## config.mk

```make
export PLATFORM = sky130hd
export DESIGN_NAME = scci_command_issue
export DESIGN_NICKNAME = d
export VERILOG_FILES = /design/src/rtl/scci_pkg.sv /design/src/rtl/scci_command_issue.sv
export SDC_FILE = /design/constraint.sdc
export NUM_CORES = 1
export LEC_CHECK = 0
export BUFFER_PORTS_ARGS = -buffer_cell sky130_fd_sc_hd__buf_4
export CORE_ASPECT_RATIO = 0.6
export CORE_MARGIN = 2
export CORE_UTILIZATION = 60
export CTS_BUF_LIST = sky130_fd_sc_hd__clkbuf_16
export DETAILED_ROUTE_END_ITERATION = 7
export GPL_TIMING_DRIVEN = 0
export HOLD_SLACK_MARGIN = 0.15
export PLACE_DENSITY = 0.77
export SLEW_MARGIN = 20
export SYNTH_ARGS = -nofsm -noshare
export SYNTH_HDL_FRONTEND = slang
export SYNTH_SLANG_ARGS = --single-unit
```

## constraint.sdc

```tcl
create_clock -name mclk -period 2.35 [get_ports mclk]
set_input_delay 0.235 -clock mclk [delete_from_list [all_inputs] [get_ports mclk]]
set_output_delay 0.235 -clock mclk [all_outputs]
set_load 0.005 [all_outputs]
```

## src/rtl/scci_pkg.sv

```systemverilog
// Constants and types for the card command-issue block.
// Assumes an APB master on mclk and a card clock sampled as a plain input.
// How it works
// [RULE1] Software programs transfer control before command write
// [RULE2] Transfer all length bytes, then signal completion
// [RULE3] Software keeps length a multiple of block
// [RULE4] Length field reads back bytes still remaining
// [RULE5] Data path waits for enable; bit0 direction
// [RULE6] Argument register goes out as command argument
// [RULE7] Argument reads back last written value
// [RULE8] Response format field selects expected response
// [RULE9] Data flag marks commands that move data; code only uses it to mask the line-one interrupt
// [RULE10] Data flag gates line-one interrupt in 4-bit
// [RULE11] Index bits go out as command index
// [RULE12] Command write starts the command at once
// [RULE13] Command read returns index, starts nothing
// [RULE14] Block length is two to code power
// [RULE15] Reserved bits read zero, writes ignored
`default_nettype none

package scci_pkg;

	// ----------------------------------------
	// Register map
	// ----------------------------------------
	localparam logic [7:0] OFF_CONFIG = 8'h10;
	localparam logic [7:0] OFF_XFER = 8'h14;
	localparam logic [7:0] OFF_ARG = 8'h18;
	localparam logic [7:0] OFF_CMD = 8'h1C;
	localparam logic [7:0] OFF_STATUS = 8'h40;

	// ----------------------------------------
	// Field positions and reset values
	// ----------------------------------------
	localparam int XFER_LEN_LSB = 16;
	localparam int XFER_ENA_BIT = 1;
	localparam int XFER_DIR_BIT = 0;
	localparam int CMD_RSP_LSB = 8;
	localparam int CMD_DATA_BIT = 6;
	localparam int CFG_BLK_LSB = 0;
	localparam int CFG_WIDTH_LSB = 12;
	localparam logic [31:0] REG_RESET = 32'h0000_0000;

	// ----------------------------------------
	// Encodings and timing counts
	// ----------------------------------------
	localparam logic [2:0] RSP_R1 = 3'h0;
	localparam logic [2:0] RSP_R1B = 3'h1;
	localparam logic [2:0] RSP_R2 = 3'h2;
	localparam logic [2:0] RSP_R3 = 3'h3;
	localparam logic [2:0] RSP_NONE = 3'h4;
	localparam logic [1:0] WIDTH_4BIT = 2'h1;
	localparam logic [7:0] FRAME_BITS = 8'h30;
	localparam logic [7:0] LONG_RSP_BITS = 8'h88;
	localparam logic [6:0] NCR_EDGES = 7'h40;

	typedef enum {
		ST_IDLE, ST_CMD, ST_RSP_WAIT, ST_RSP, ST_BUSY, ST_DSTART, ST_DBITS, ST_DEND, ST_DGAP
	} scci_state_type;

	typedef struct packed {
		logic cmd_out;
		logic cmd_oe;
		logic [3:0] dat_out;
		logic [3:0] dat_oe;
	} scci_card_out_type;

endpackage

`default_nettype wire

```

## src/rtl/scci_command_issue.sv

```systemverilog
// Command issue and data path control for a memory card host.
// Assumes APB on mclk; card clock, command and data lines arrive asynchronously.
`default_nettype none

module scci_command_issue (
	input wire logic mclk,
	input wire logic rst_n,
	input wire logic psel,
	input wire logic penable,
	input wire logic pwrite,
	input wire logic [7:0] paddr,
	input wire logic [31:0] pwdata,
	output logic [31:0] prdata,
	output logic pready,
	output logic pslverr,
	input wire logic card_clk,
	input wire logic card_cmd_in,
	input wire logic [3:0] card_data_in,
	output scci_pkg::scci_card_out_type card_out,
	input wire logic [7:0] tx_byte,
	input wire logic tx_valid,
	output logic tx_ready,
	output logic [7:0] rx_byte,
	output logic rx_valid,
	output logic cmd_done,
	output logic xfer_done,
	output logic sdio_irq
);

	// ----------------------------------------
	// Functions
	// ----------------------------------------
	function automatic logic [6:0] scci_crc7(input logic [39:0] d);
		logic [6:0] c;
		logic fb;
		c = 7'h00;
		for (int i = 39; i >= 0; i--) begin
			fb = d[i] ^ c[6];
			c = {c[5:0], 1'b0};
			if (fb) begin
				c = c ^ 7'h09;
			end
		end
		return c;
	endfunction

	function automatic logic [16:0] scci_blk_bytes(input logic [3:0] code);
		return 17'h0_0001 << code;
	endfunction

	// ----------------------------------------
	// Input synchronisers
	// ----------------------------------------
	logic [5:0] sync1;
	logic [5:0] sync2;
	logic clk_d;

	always_ff @(posedge mclk or negedge rst_n) begin
		if (!rst_n) begin
			sync1 <= 6'h3E;
			sync2 <= 6'h3E;
			clk_d <= 1'b0;
		end else begin
			sync1 <= {card_data_in, card_cmd_in, card_clk};
			sync2 <= sync1;
			clk_d <= sync2[0];
		end
	end

	wire link_rise = sync2[0] & ~clk_d;
	wire link_fall = ~sync2[0] & clk_d;
	wire cmd_line = sync2[1];
	wire [3:0] dat_line = sync2[5:2];
	wire card_line_one = dat_line[1];

	// ----------------------------------------
	// Registers
	// ----------------------------------------
	logic [3:0] cfg_blk;
	logic [1:0] cfg_width;
	logic [15:0] remaining;
	logic xfer_ena;
	logic xfer_dir;
	logic [31:0] arg;
	logic [5:0] cmd_idx;
	logic [2:0] cmd_rsp;
	logic cmd_data;
	logic rsp_timeout;
	scci_pkg::scci_state_type state;

	wire commit = psel & penable & pready;
	wire wr_commit = commit & pwrite;
	wire sel_cfg = paddr == scci_pkg::OFF_CONFIG;
	wire sel_xfer = paddr == scci_pkg::OFF_XFER;
	wire sel_arg = paddr == scci_pkg::OFF_ARG;
	wire sel_cmd = paddr == scci_pkg::OFF_CMD;
	wire sel_stat = paddr == scci_pkg::OFF_STATUS;
	wire mapped = sel_cfg | sel_xfer | sel_arg | sel_cmd | sel_stat;
	wire cmd_write = wr_commit & sel_cmd; // see [RULE12]
	wire xfer_write = wr_commit & sel_xfer;
	wire wide = cfg_width == scci_pkg::WIDTH_4BIT;
	wire data_active = state inside {scci_pkg::ST_DSTART, scci_pkg::ST_DBITS, scci_pkg::ST_DEND, scci_pkg::ST_DGAP};
	wire busy = state != scci_pkg::ST_IDLE;

	// Reserved bits dropped on write, zero on read; see [RULE15]
	wire [31:0] rd_cfg = {18'h0_0000, cfg_width, 8'h00, cfg_blk};
	wire [31:0] rd_xfer = {remaining, 14'h0000, xfer_ena, xfer_dir}; // see [RULE4]
	wire [31:0] rd_cmd = {21'h00_0000, cmd_rsp, 1'b0, cmd_data, cmd_idx}; // see [RULE13]
	wire [31:0] rd_stat = {28'h000_0000, sdio_irq, rsp_timeout, data_active, busy};
	wire [31:0] rd_mux = sel_cfg ? rd_cfg : sel_xfer ? rd_xfer : sel_arg ? arg : sel_cmd ? rd_cmd :
		sel_stat ? rd_stat : 32'h0000_0000;

	always_ff @(posedge mclk or negedge rst_n) begin
		if (!rst_n) begin
			pready <= 1'b0;
			pslverr <= 1'b0;
			prdata <= scci_pkg::REG_RESET;
		end else begin
			pready <= psel & penable & ~pready;
			pslverr <= psel & penable & ~pready & ~mapped;
			prdata <= (psel & penable & ~pready & ~pwrite) ? rd_mux : 32'h0000_0000;
		end
	end

	always_ff @(posedge mclk or negedge rst_n) begin
		if (!rst_n) begin
			cfg_blk <= 4'h0;
			cfg_width <= 2'h0;
			xfer_ena <= 1'b0;
			xfer_dir <= 1'b0;
			arg <= scci_pkg::REG_RESET;
			cmd_idx <= 6'h00;
			cmd_rsp <= 3'h0;
			cmd_data <= 1'b0;
		end else if (wr_commit) begin
			if (sel_cfg) begin
				cfg_blk <= pwdata[scci_pkg::CFG_BLK_LSB +: 4];
				cfg_width <= pwdata[scci_pkg::CFG_WIDTH_LSB +: 2];
			end
			if (sel_xfer) begin
				xfer_ena <= pwdata[scci_pkg::XFER_ENA_BIT];
				xfer_dir <= pwdata[scci_pkg::XFER_DIR_BIT];
			end
			if (sel_arg) begin
				arg <= pwdata; // see [RULE7]
			end
			if (sel_cmd) begin
				cmd_idx <= pwdata[5:0];
				cmd_rsp <= pwdata[scci_pkg::CMD_RSP_LSB +: 3]; // see [RULE8]
				cmd_data <= pwdata[scci_pkg::CMD_DATA_BIT]; // see [RULE9]
			end
		end
	end

	// ----------------------------------------
	// Card sequencer
	// ----------------------------------------
	logic [47:0] frame;
	logic [7:0] bit_cnt;
	logic [6:0] wait_cnt;
	logic [2:0] beat;
	logic [16:0] blk_left;
	logic [7:0] dbyte;

	// Frame takes the index from the command write data and the argument already held; see [RULE6] see [RULE11] see [RULE1]
	wire [39:0] frame_head = {2'b01, pwdata[5:0], arg};
	wire [47:0] next_frame = {frame_head, scci_crc7(frame_head), 1'b1};
	wire [2:0] last_beat = wide ? 3'h1 : 3'h7;
	wire [7:0] rsp_len = (cmd_rsp == scci_pkg::RSP_R2) ? scci_pkg::LONG_RSP_BITS : scci_pkg::FRAME_BITS;
	wire start_data = xfer_ena && remaining != 16'h0000; // see [RULE5]
	wire [7:0] wr_src = (beat == 3'h0) ? tx_byte : dbyte;
	wire [7:0] rd_next = wide ? {dbyte[3:0], dat_line} : {dbyte[6:0], dat_line[0]};
	wire [3:0] wr_lines = wide ? wr_src[7:4] : {3'h7, wr_src[7]};
	wire [7:0] wr_rest = wide ? {wr_src[3:0], 4'h0} : {wr_src[6:0], 1'b0};
	wire byte_end = remaining == 16'h0001 || blk_left == 17'h0_0001;
	wire [3:0] lane_oe = wide ? 4'hF : 4'h1;

	always_ff @(posedge mclk or negedge rst_n) begin
		if (!rst_n) begin
			state <= scci_pkg::ST_IDLE;
			frame <= 48'h0000_0000_0000;
			bit_cnt <= 8'h00;
			wait_cnt <= 7'h00;
			beat <= 3'h0;
			blk_left <= 17'h0_0000;
			dbyte <= 8'h00;
			remaining <= 16'h0000;
			rsp_timeout <= 1'b0;
			card_out <= '{cmd_out: 1'b1, cmd_oe: 1'b0, dat_out: 4'hF, dat_oe: 4'h0};
			tx_ready <= 1'b0;
			rx_valid <= 1'b0;
			rx_byte <= 8'h00;
			cmd_done <= 1'b0;
			xfer_done <= 1'b0;
		end else begin
			tx_ready <= 1'b0;
			rx_valid <= 1'b0;
			cmd_done <= 1'b0;
			xfer_done <= 1'b0;
			if (xfer_write) begin
				remaining <= pwdata[scci_pkg::XFER_LEN_LSB +: 16];
			end
			if (cmd_write) begin
				state <= scci_pkg::ST_CMD;
				frame <= next_frame;
				bit_cnt <= 8'h00;
				rsp_timeout <= 1'b0;
				card_out <= '{cmd_out: 1'b1, cmd_oe: 1'b0, dat_out: 4'hF, dat_oe: 4'h0};
			end else begin
				unique case (state)
					scci_pkg::ST_IDLE: begin
					end
					scci_pkg::ST_CMD: if (link_fall) begin
						if (bit_cnt == scci_pkg::FRAME_BITS) begin
							card_out.cmd_oe <= 1'b0;
							bit_cnt <= 8'h00;
							wait_cnt <= 7'h00;
							if (cmd_rsp == scci_pkg::RSP_NONE) begin
								cmd_done <= 1'b1;
								state <= start_data ? scci_pkg::ST_DSTART : scci_pkg::ST_IDLE;
							end else begin
								state <= scci_pkg::ST_RSP_WAIT;
							end
						end else begin
							card_out.cmd_oe <= 1'b1;
							card_out.cmd_out <= frame[47];
							frame <= {frame[46:0], 1'b1};
							bit_cnt <= bit_cnt + 8'h01;
						end
					end
					scci_pkg::ST_RSP_WAIT: if (link_rise) begin
						if (!cmd_line) begin
							bit_cnt <= 8'h01;
							state <= scci_pkg::ST_RSP;
						end else if (wait_cnt == scci_pkg::NCR_EDGES - 7'h01) begin
							rsp_timeout <= 1'b1;
							cmd_done <= 1'b1;
							state <= scci_pkg::ST_IDLE;
						end else begin
							wait_cnt <= wait_cnt + 7'h01;
						end
					end
					scci_pkg::ST_RSP: if (link_rise) begin
						bit_cnt <= bit_cnt + 8'h01;
						if (bit_cnt == rsp_len - 8'h01) begin
							if (cmd_rsp == scci_pkg::RSP_R1B) begin
								state <= scci_pkg::ST_BUSY;
							end else begin
								cmd_done <= 1'b1;
								state <= start_data ? scci_pkg::ST_DSTART : scci_pkg::ST_IDLE;
							end
						end
					end
					scci_pkg::ST_BUSY: if (link_rise && dat_line[0]) begin
						cmd_done <= 1'b1;
						state <= start_data ? scci_pkg::ST_DSTART : scci_pkg::ST_IDLE;
					end
					scci_pkg::ST_DSTART: begin
						blk_left <= scci_blk_bytes(cfg_blk); // see [RULE14]
						beat <= 3'h0;
						if (xfer_dir && link_fall) begin
							card_out.dat_oe <= lane_oe;
							card_out.dat_out <= 4'h0;
							state <= scci_pkg::ST_DBITS;
						end else if (!xfer_dir && link_rise && !dat_line[0]) begin
							state <= scci_pkg::ST_DBITS;
						end
					end
					scci_pkg::ST_DBITS: begin
						if (xfer_dir && link_fall && (beat != 3'h0 || tx_valid)) begin
							tx_ready <= beat == 3'h0;
							card_out.dat_out <= wr_lines;
							dbyte <= wr_rest;
							beat <= (beat == last_beat) ? 3'h0 : beat + 3'h1;
						end
						if (!xfer_dir && link_rise) begin
							dbyte <= rd_next;
							beat <= (beat == last_beat) ? 3'h0 : beat + 3'h1;
						end
						if (beat == last_beat && ((xfer_dir && link_fall) || (!xfer_dir && link_rise))) begin
							remaining <= remaining - 16'h0001; // see [RULE2] see [RULE4]
							blk_left <= blk_left - 17'h0_0001;
							if (!xfer_dir) begin
								rx_byte <= rd_next;
								rx_valid <= 1'b1;
							end
							if (byte_end) begin
								state <= scci_pkg::ST_DEND;
							end
						end
					end
					scci_pkg::ST_DEND: begin
						if (xfer_dir && link_fall) begin
							card_out.dat_out <= 4'hF;
							state <= scci_pkg::ST_DGAP;
						end else if (!xfer_dir && link_rise) begin
							state <= (remaining == 16'h0000) ? scci_pkg::ST_IDLE : scci_pkg::ST_DSTART;
							xfer_done <= remaining == 16'h0000;
						end
					end
					scci_pkg::ST_DGAP: if (link_fall) begin
						card_out.dat_oe <= 4'h0;
						state <= (remaining == 16'h0000) ? scci_pkg::ST_IDLE : scci_pkg::ST_DSTART;
						xfer_done <= remaining == 16'h0000;
					end
				endcase
			end
		end
	end

	// ----------------------------------------
	// Line-one interrupt window
	// ----------------------------------------
	// In 4-bit mode line one carries data during data commands; see [RULE10] see [RULE9]
	wire irq_window = ~wide | ~(cmd_data & data_active);

	always_ff @(posedge mclk or negedge rst_n) begin
		if (!rst_n) begin
			sdio_irq <= 1'b0;
		end else begin
			sdio_irq <= irq_window & ~card_line_one;
		end
	end

	// ----------------------------------------
	// Checks
	// ----------------------------------------
	AST_CMD_STARTS: assert property (@(posedge mclk) disable iff (!rst_n) // see [RULE12]
		cmd_write |=> state == scci_pkg::ST_CMD && bit_cnt == 8'h00)
		else $error("Command write did not start the command");

	AST_FRAME_INDEX: assert property (@(posedge mclk) disable iff (!rst_n) // see [RULE11]
		cmd_write |=> frame[45:40] == $past(pwdata[5:0]) && frame[47:46] == 2'b01)
		else $error("Command index not placed in frame");

	AST_FRAME_ARG: assert property (@(posedge mclk) disable iff (!rst_n) // see [RULE6]
		cmd_write |=> frame[39:8] == $past(arg) && frame[0])
		else $error("Argument not placed in frame");

	AST_ARG_READBACK: assert property (@(posedge mclk) disable iff (!rst_n) // see [RULE7]
		(commit && !pwrite && sel_arg) |-> prdata == arg)
		else $error("Argument read differs from last write");

	AST_CMD_READ_QUIET: assert property (@(posedge mclk) disable iff (!rst_n) // see [RULE13]
		(commit && !pwrite && sel_cmd && state == scci_pkg::ST_IDLE) |=> state == scci_pkg::ST_IDLE)
		else $error("Command read started a transfer");

	AST_DATA_NEEDS_ENA: assert property (@(posedge mclk) disable iff (!rst_n) // see [RULE5]
		$rose(data_active) |-> $past(xfer_ena) && $past(remaining) != 16'h0000)
		else $error("Data path started while disabled");

	AST_DONE_AT_ZERO: assert property (@(posedge mclk) disable iff (!rst_n) // see [RULE2]
		xfer_done |-> remaining == 16'h0000 && state == scci_pkg::ST_IDLE)
		else $error("Completion before all bytes moved");

	AST_REMAIN_COUNTS: assert property (@(posedge mclk) disable iff (!rst_n) // see [RULE4]
		(rx_valid && !$past(xfer_write)) |-> remaining == $past(remaining) - 16'h0001)
		else $error("Remaining count not decremented per byte");

	AST_NO_RSP_WAIT: assert property (@(posedge mclk) disable iff (!rst_n) // see [RULE8]
		state == scci_pkg::ST_RSP_WAIT |-> cmd_rsp != scci_pkg::RSP_NONE)
		else $error("Waited for response on no-response command");

	AST_IRQ_MASKED: assert property (@(posedge mclk) disable iff (!rst_n) // see [RULE10]
		(wide && cmd_data && data_active) |=> !sdio_irq)
		else $error("Line-one interrupt seen inside data window");

	AST_RESERVED_ZERO: assert property (@(posedge mclk) disable iff (!rst_n) // see [RULE15]
		(pready && !pwrite && (sel_xfer || sel_cmd)) |-> prdata[15:11] == 5'h00 && prdata[7] == 1'b0)
		else $error("Reserved bits read nonzero");

	AST_BLOCK_LEN: assert property (@(posedge mclk) disable iff (!rst_n) // see [RULE14]
		$rose(state == scci_pkg::ST_DBITS) |-> blk_left == (17'h0_0001 << cfg_blk))
		else $error("Block length not two to the code");

endmodule

`default_nettype wire

```

==> impl_metrics.env <==
export IMPL_internal_power_mw=7.72
export IMPL_setup_ws_ns=0.00230
export IMPL_cts_buffers=22
export IMPL_die_y_um=113
export IMPL_antenna_left=0
export IMPL_first_iter_violations=1198
export IMPL_p_per_area_nw_per_um2=791
export IMPL_pre_cts_ws_ns=-0.704
export IMPL_ys_ff_latch=230
export IMPL_first_pass_iters=6
export IMPL_fin_total_pwr_mw=11.7
export IMPL_power_leakage_nw=6.51
export IMPL_maxCapViolCount=0
export IMPL_insertion_delay_ns=0.51
export IMPL_dr_total_vias=10299
export IMPL_synth_edf_count=0
export IMPL_fin_crit_ns=2.35
export IMPL_cts_max_path_buffers=3
export IMPL_start_util=0.619
export IMPL_portBuffers=115
export IMPL_yosysMostFrequentCell="dfrtp_1"
export IMPL_drive_gt1_frac=0.240
export IMPL_fill_cells=1289
export IMPL_area_growth_pct=24.1
export IMPL_slew_viol_final=0
export IMPL_start_kind="register"
export IMPL_switching_share=0.341
export IMPL_hold_viol_final=0
export IMPL_critical_path_class="reg -> reg"
export IMPL_clockRootBuffer="clkbuf_16"
export IMPL_worst_ep_required_time_ns=2.73
export IMPL_netlist_top_cells_area="dfrtp_1, mux2i_1, o21ai_0, nand2_1, mux2_2"
export IMPL_setup_viol=0
export IMPL_drc=0
export IMPL_dieArea_um2=21100
export IMPL_fin_skew_ns=0.0164
export IMPL_htree_num_levels=1
export IMPL_syn_area_um2=11900
export IMPL_io_pins=117
export IMPL_worstSetupEndpointType="register"
export IMPL_path_max_fanout=10
export IMPL_grt_max_degree=85
export IMPL_worst_ep_arrival_time_ns=2.72
export IMPL_timing_fmax_ghz=0.426
export IMPL_finalNetCount=1448
export IMPL_antenna_found_initial=0
export IMPL_grt_pass1_vias=9683
export IMPL_fin_tns_setup_ns=0
export IMPL_slew_headroom=0.528
export IMPL_yosysTopAreaCellShare=0.451
export IMPL_place_gp_congestion=0.958
export IMPL_grt_use_total=0.334
export IMPL_num_rows=39
export IMPL_p_comb_frac=0.313
export IMPL_vias_per_cell=6.20
export IMPL_hpwl_um=24400
export IMPL_grt_pass1_wl_um=54100
export IMPL_synth_flop_cell="dfrtp_1"
export IMPL_synthCells=1187
export IMPL_worst_slew_pin_slew_ns=0.708
export IMPL_async_reset_ff_frac=1.00
export IMPL_core_area_um2=19300
export IMPL_grt_setup_unrepaired="true"
export IMPL_ys_top_cells_by_count="dfrtp_1, nand2_1, o21ai_0, nor2_1, mux2i_1"
export IMPL_min_path_type="in -> reg"
export IMPL_period_share=0.999
export IMPL_ir_drop_uv=590
export IMPL_p_seq_frac=0.400
export IMPL_pwr_share_clk=0.287
export IMPL_die_w_um=186
export IMPL_wl_um=34800
export IMPL_avgRoutedWirePerCell_um=20.9
export IMPL_path_clk_slew_ns=0.07
export IMPL_status="finished, final reports clean"
export IMPL_grt_overflow_total=0
export IMPL_p_switching_mw=3.99
export IMPL_syn_nets=1256
export IMPL_cts_sinks=230
export IMPL_synth_seq_area_share=0.484
export IMPL_synth_area_leader_cell="dfrtp_1"
export IMPL_synth_distinct_cells=74
export IMPL_yosys_warnings=0
export IMPL_synth_avg_cell_area_um2=10.1
export IMPL_tritoncts="done"
export IMPL_diodes=0
-- through the flow --
step / utilization / instance area [um^2] / hold slack [ns] / instances
2_1_floorplan: - / 11900 / -0.0606 / 1187
3_3_place_gp: 0.681 / 13100 / 0.335 / 1568
3_5_place_dp: 0.684 / 13200 / 0.243 / 1570
4_1_cts: 0.751 / 14500 / 0.162 / 1653
5_1_grt: 0.768 / 14800 / 0.210 / 1661
6_report: 0.768 / 14800 / 0.176 / 1661
-- cell usage in the layout, fill, tap and decap left out, drive strengths merged, types with 4 or more instances in the layout --
cell type / count
nor3: 26
and2: 7
clkinv: 7
mux2: 44
nand3: 21
a21oi: 53
nor2: 83
nor4: 14
clkbuf: 69
ha: 9
o21ai: 126
o2bb2ai: 4
a211oi: 14
o22ai: 9
xnor3: 16
dfrtp: 215
a22oi: 22
a21o: 4
nor3b: 9
nand4b: 5
a31oi: 12
and3: 18
nor2b: 23
nand2: 134
dlygate4sd3: 44
buf: 147
nand2b: 11
inv: 40
dfstp: 15
o31ai: 8
or3: 5
xor2: 15
a32oi: 9
a211o: 4
xnor2: 33
mux2i: 68
-- cells by family after synthesis --
| group | Yosys count | share of synthesized area |
|---|---|---|
| xor+xnor | 65 | 0.0693 |
| mux | 112 | 0.0986 |
| buf+inv | 100 | 0.0333 |
| flops | 230 | 0.484 |
| simple gates | 382 | 0.159 |
| compound gates | 289 | 0.147 |
| fa+ha+maj | 9 | 0.00944 |
-- power groups by stage --
| stage | clock network [mW] | logic (mW) | registers [mW] |
|---|---|---|---|
| after floorplan | 0 | 2.27 | 4.64 |
| after global placement | 0 | 3.17 | 4.71 |
| after CTS | 3.39 | 3.39 | 4.66 |
| after detailed placement | 0 | 3.24 | 4.72 |
| after global routing | 3.56 | 4.00 | 4.73 |
| final | 3.36 | 3.67 | 4.68 |
-- cell type report --
type | count | area, um^2 | area share
Timing Repair Buffer | 174 | 1480 | 0.100
Inverter | 31 | 116 | 0.00786
Clock inverter | 17 | 95.1 | 0.00642
Buffer | 63 | 312 | 0.0210
Multi-Input combinational cell | 857 | 6110 | 0.413
Clock buffer | 23 | 576 | 0.0389
Sequential cell | 230 | 5790 | 0.391
Tap cell | 266 | 333 | 0.0225
-- timing repair --
action | in CTS | in global routing
pin swaps | 3 | 11
setup endpoints to repair | 165 | 135
gates resized for setup | 48 | 79
buffers inserted | 3 | 10
hold buffers | 44 | 0
hold endpoints to repair | 158 | 0
-- critical path, stage by stage, from the launching register on --
cell,delay (ns)
dfrtp_1,0.38
buf_2,0.25
nor2b_1,0.23
nand2_2,0.15
a31oi_4,0.30
nand2_2,0.19
clkbuf_2,0.23
o21ai_0,0.33
a21oi_1,0.15
-- final timing paths --
kind                                 startpoint                      end  slack [ns]  cells after the start
min                                  tx_byte[7]  card_out[7]$_DFFE_PN1P_        0.18                      4
max in group asynchronous                 rst_n      arg[30]$_DFFE_PN0P_        0.85                      4
min in group asynchronous                 rst_n   bit_cnt[2]$_DFFE_PN0P_        0.28                      2
max                        state[1]$_DFFE_PN0P_   remaining[4]$_DFF_PN0_       0.002                      8
max reg2reg                state[1]$_DFFE_PN0P_   remaining[4]$_DFF_PN0_       0.002                      8
min reg2reg                  sync1[0]$_DFF_PN0_       sync2[0]$_DFF_PN0_        0.35                      0
-- layer usage --
| layer | track usage | up-vias | wire length, um |
|---|---|---|---|
| met1 | 0.532 | 5052 | 15700 |
| li1 | - | 4629 | - |
| met2 | 0.470 | 555 | 14700 |
| met5 | 0 | - | 0 |
| met4 | 0.0604 | 0 | 587 |
| met3 | 0.0756 | 63 | 3750 |
-- registers in the layout, summed over array words and instances, names as in the netlist, 8 cells and up --
signal and cells:
arg 32, bit_cnt 8, blk_left 17, card_out 8
dbyte 8, frame 48, prdata 32, remaining 16
rx_byte 8
Power figures use the tool's default switching activity.
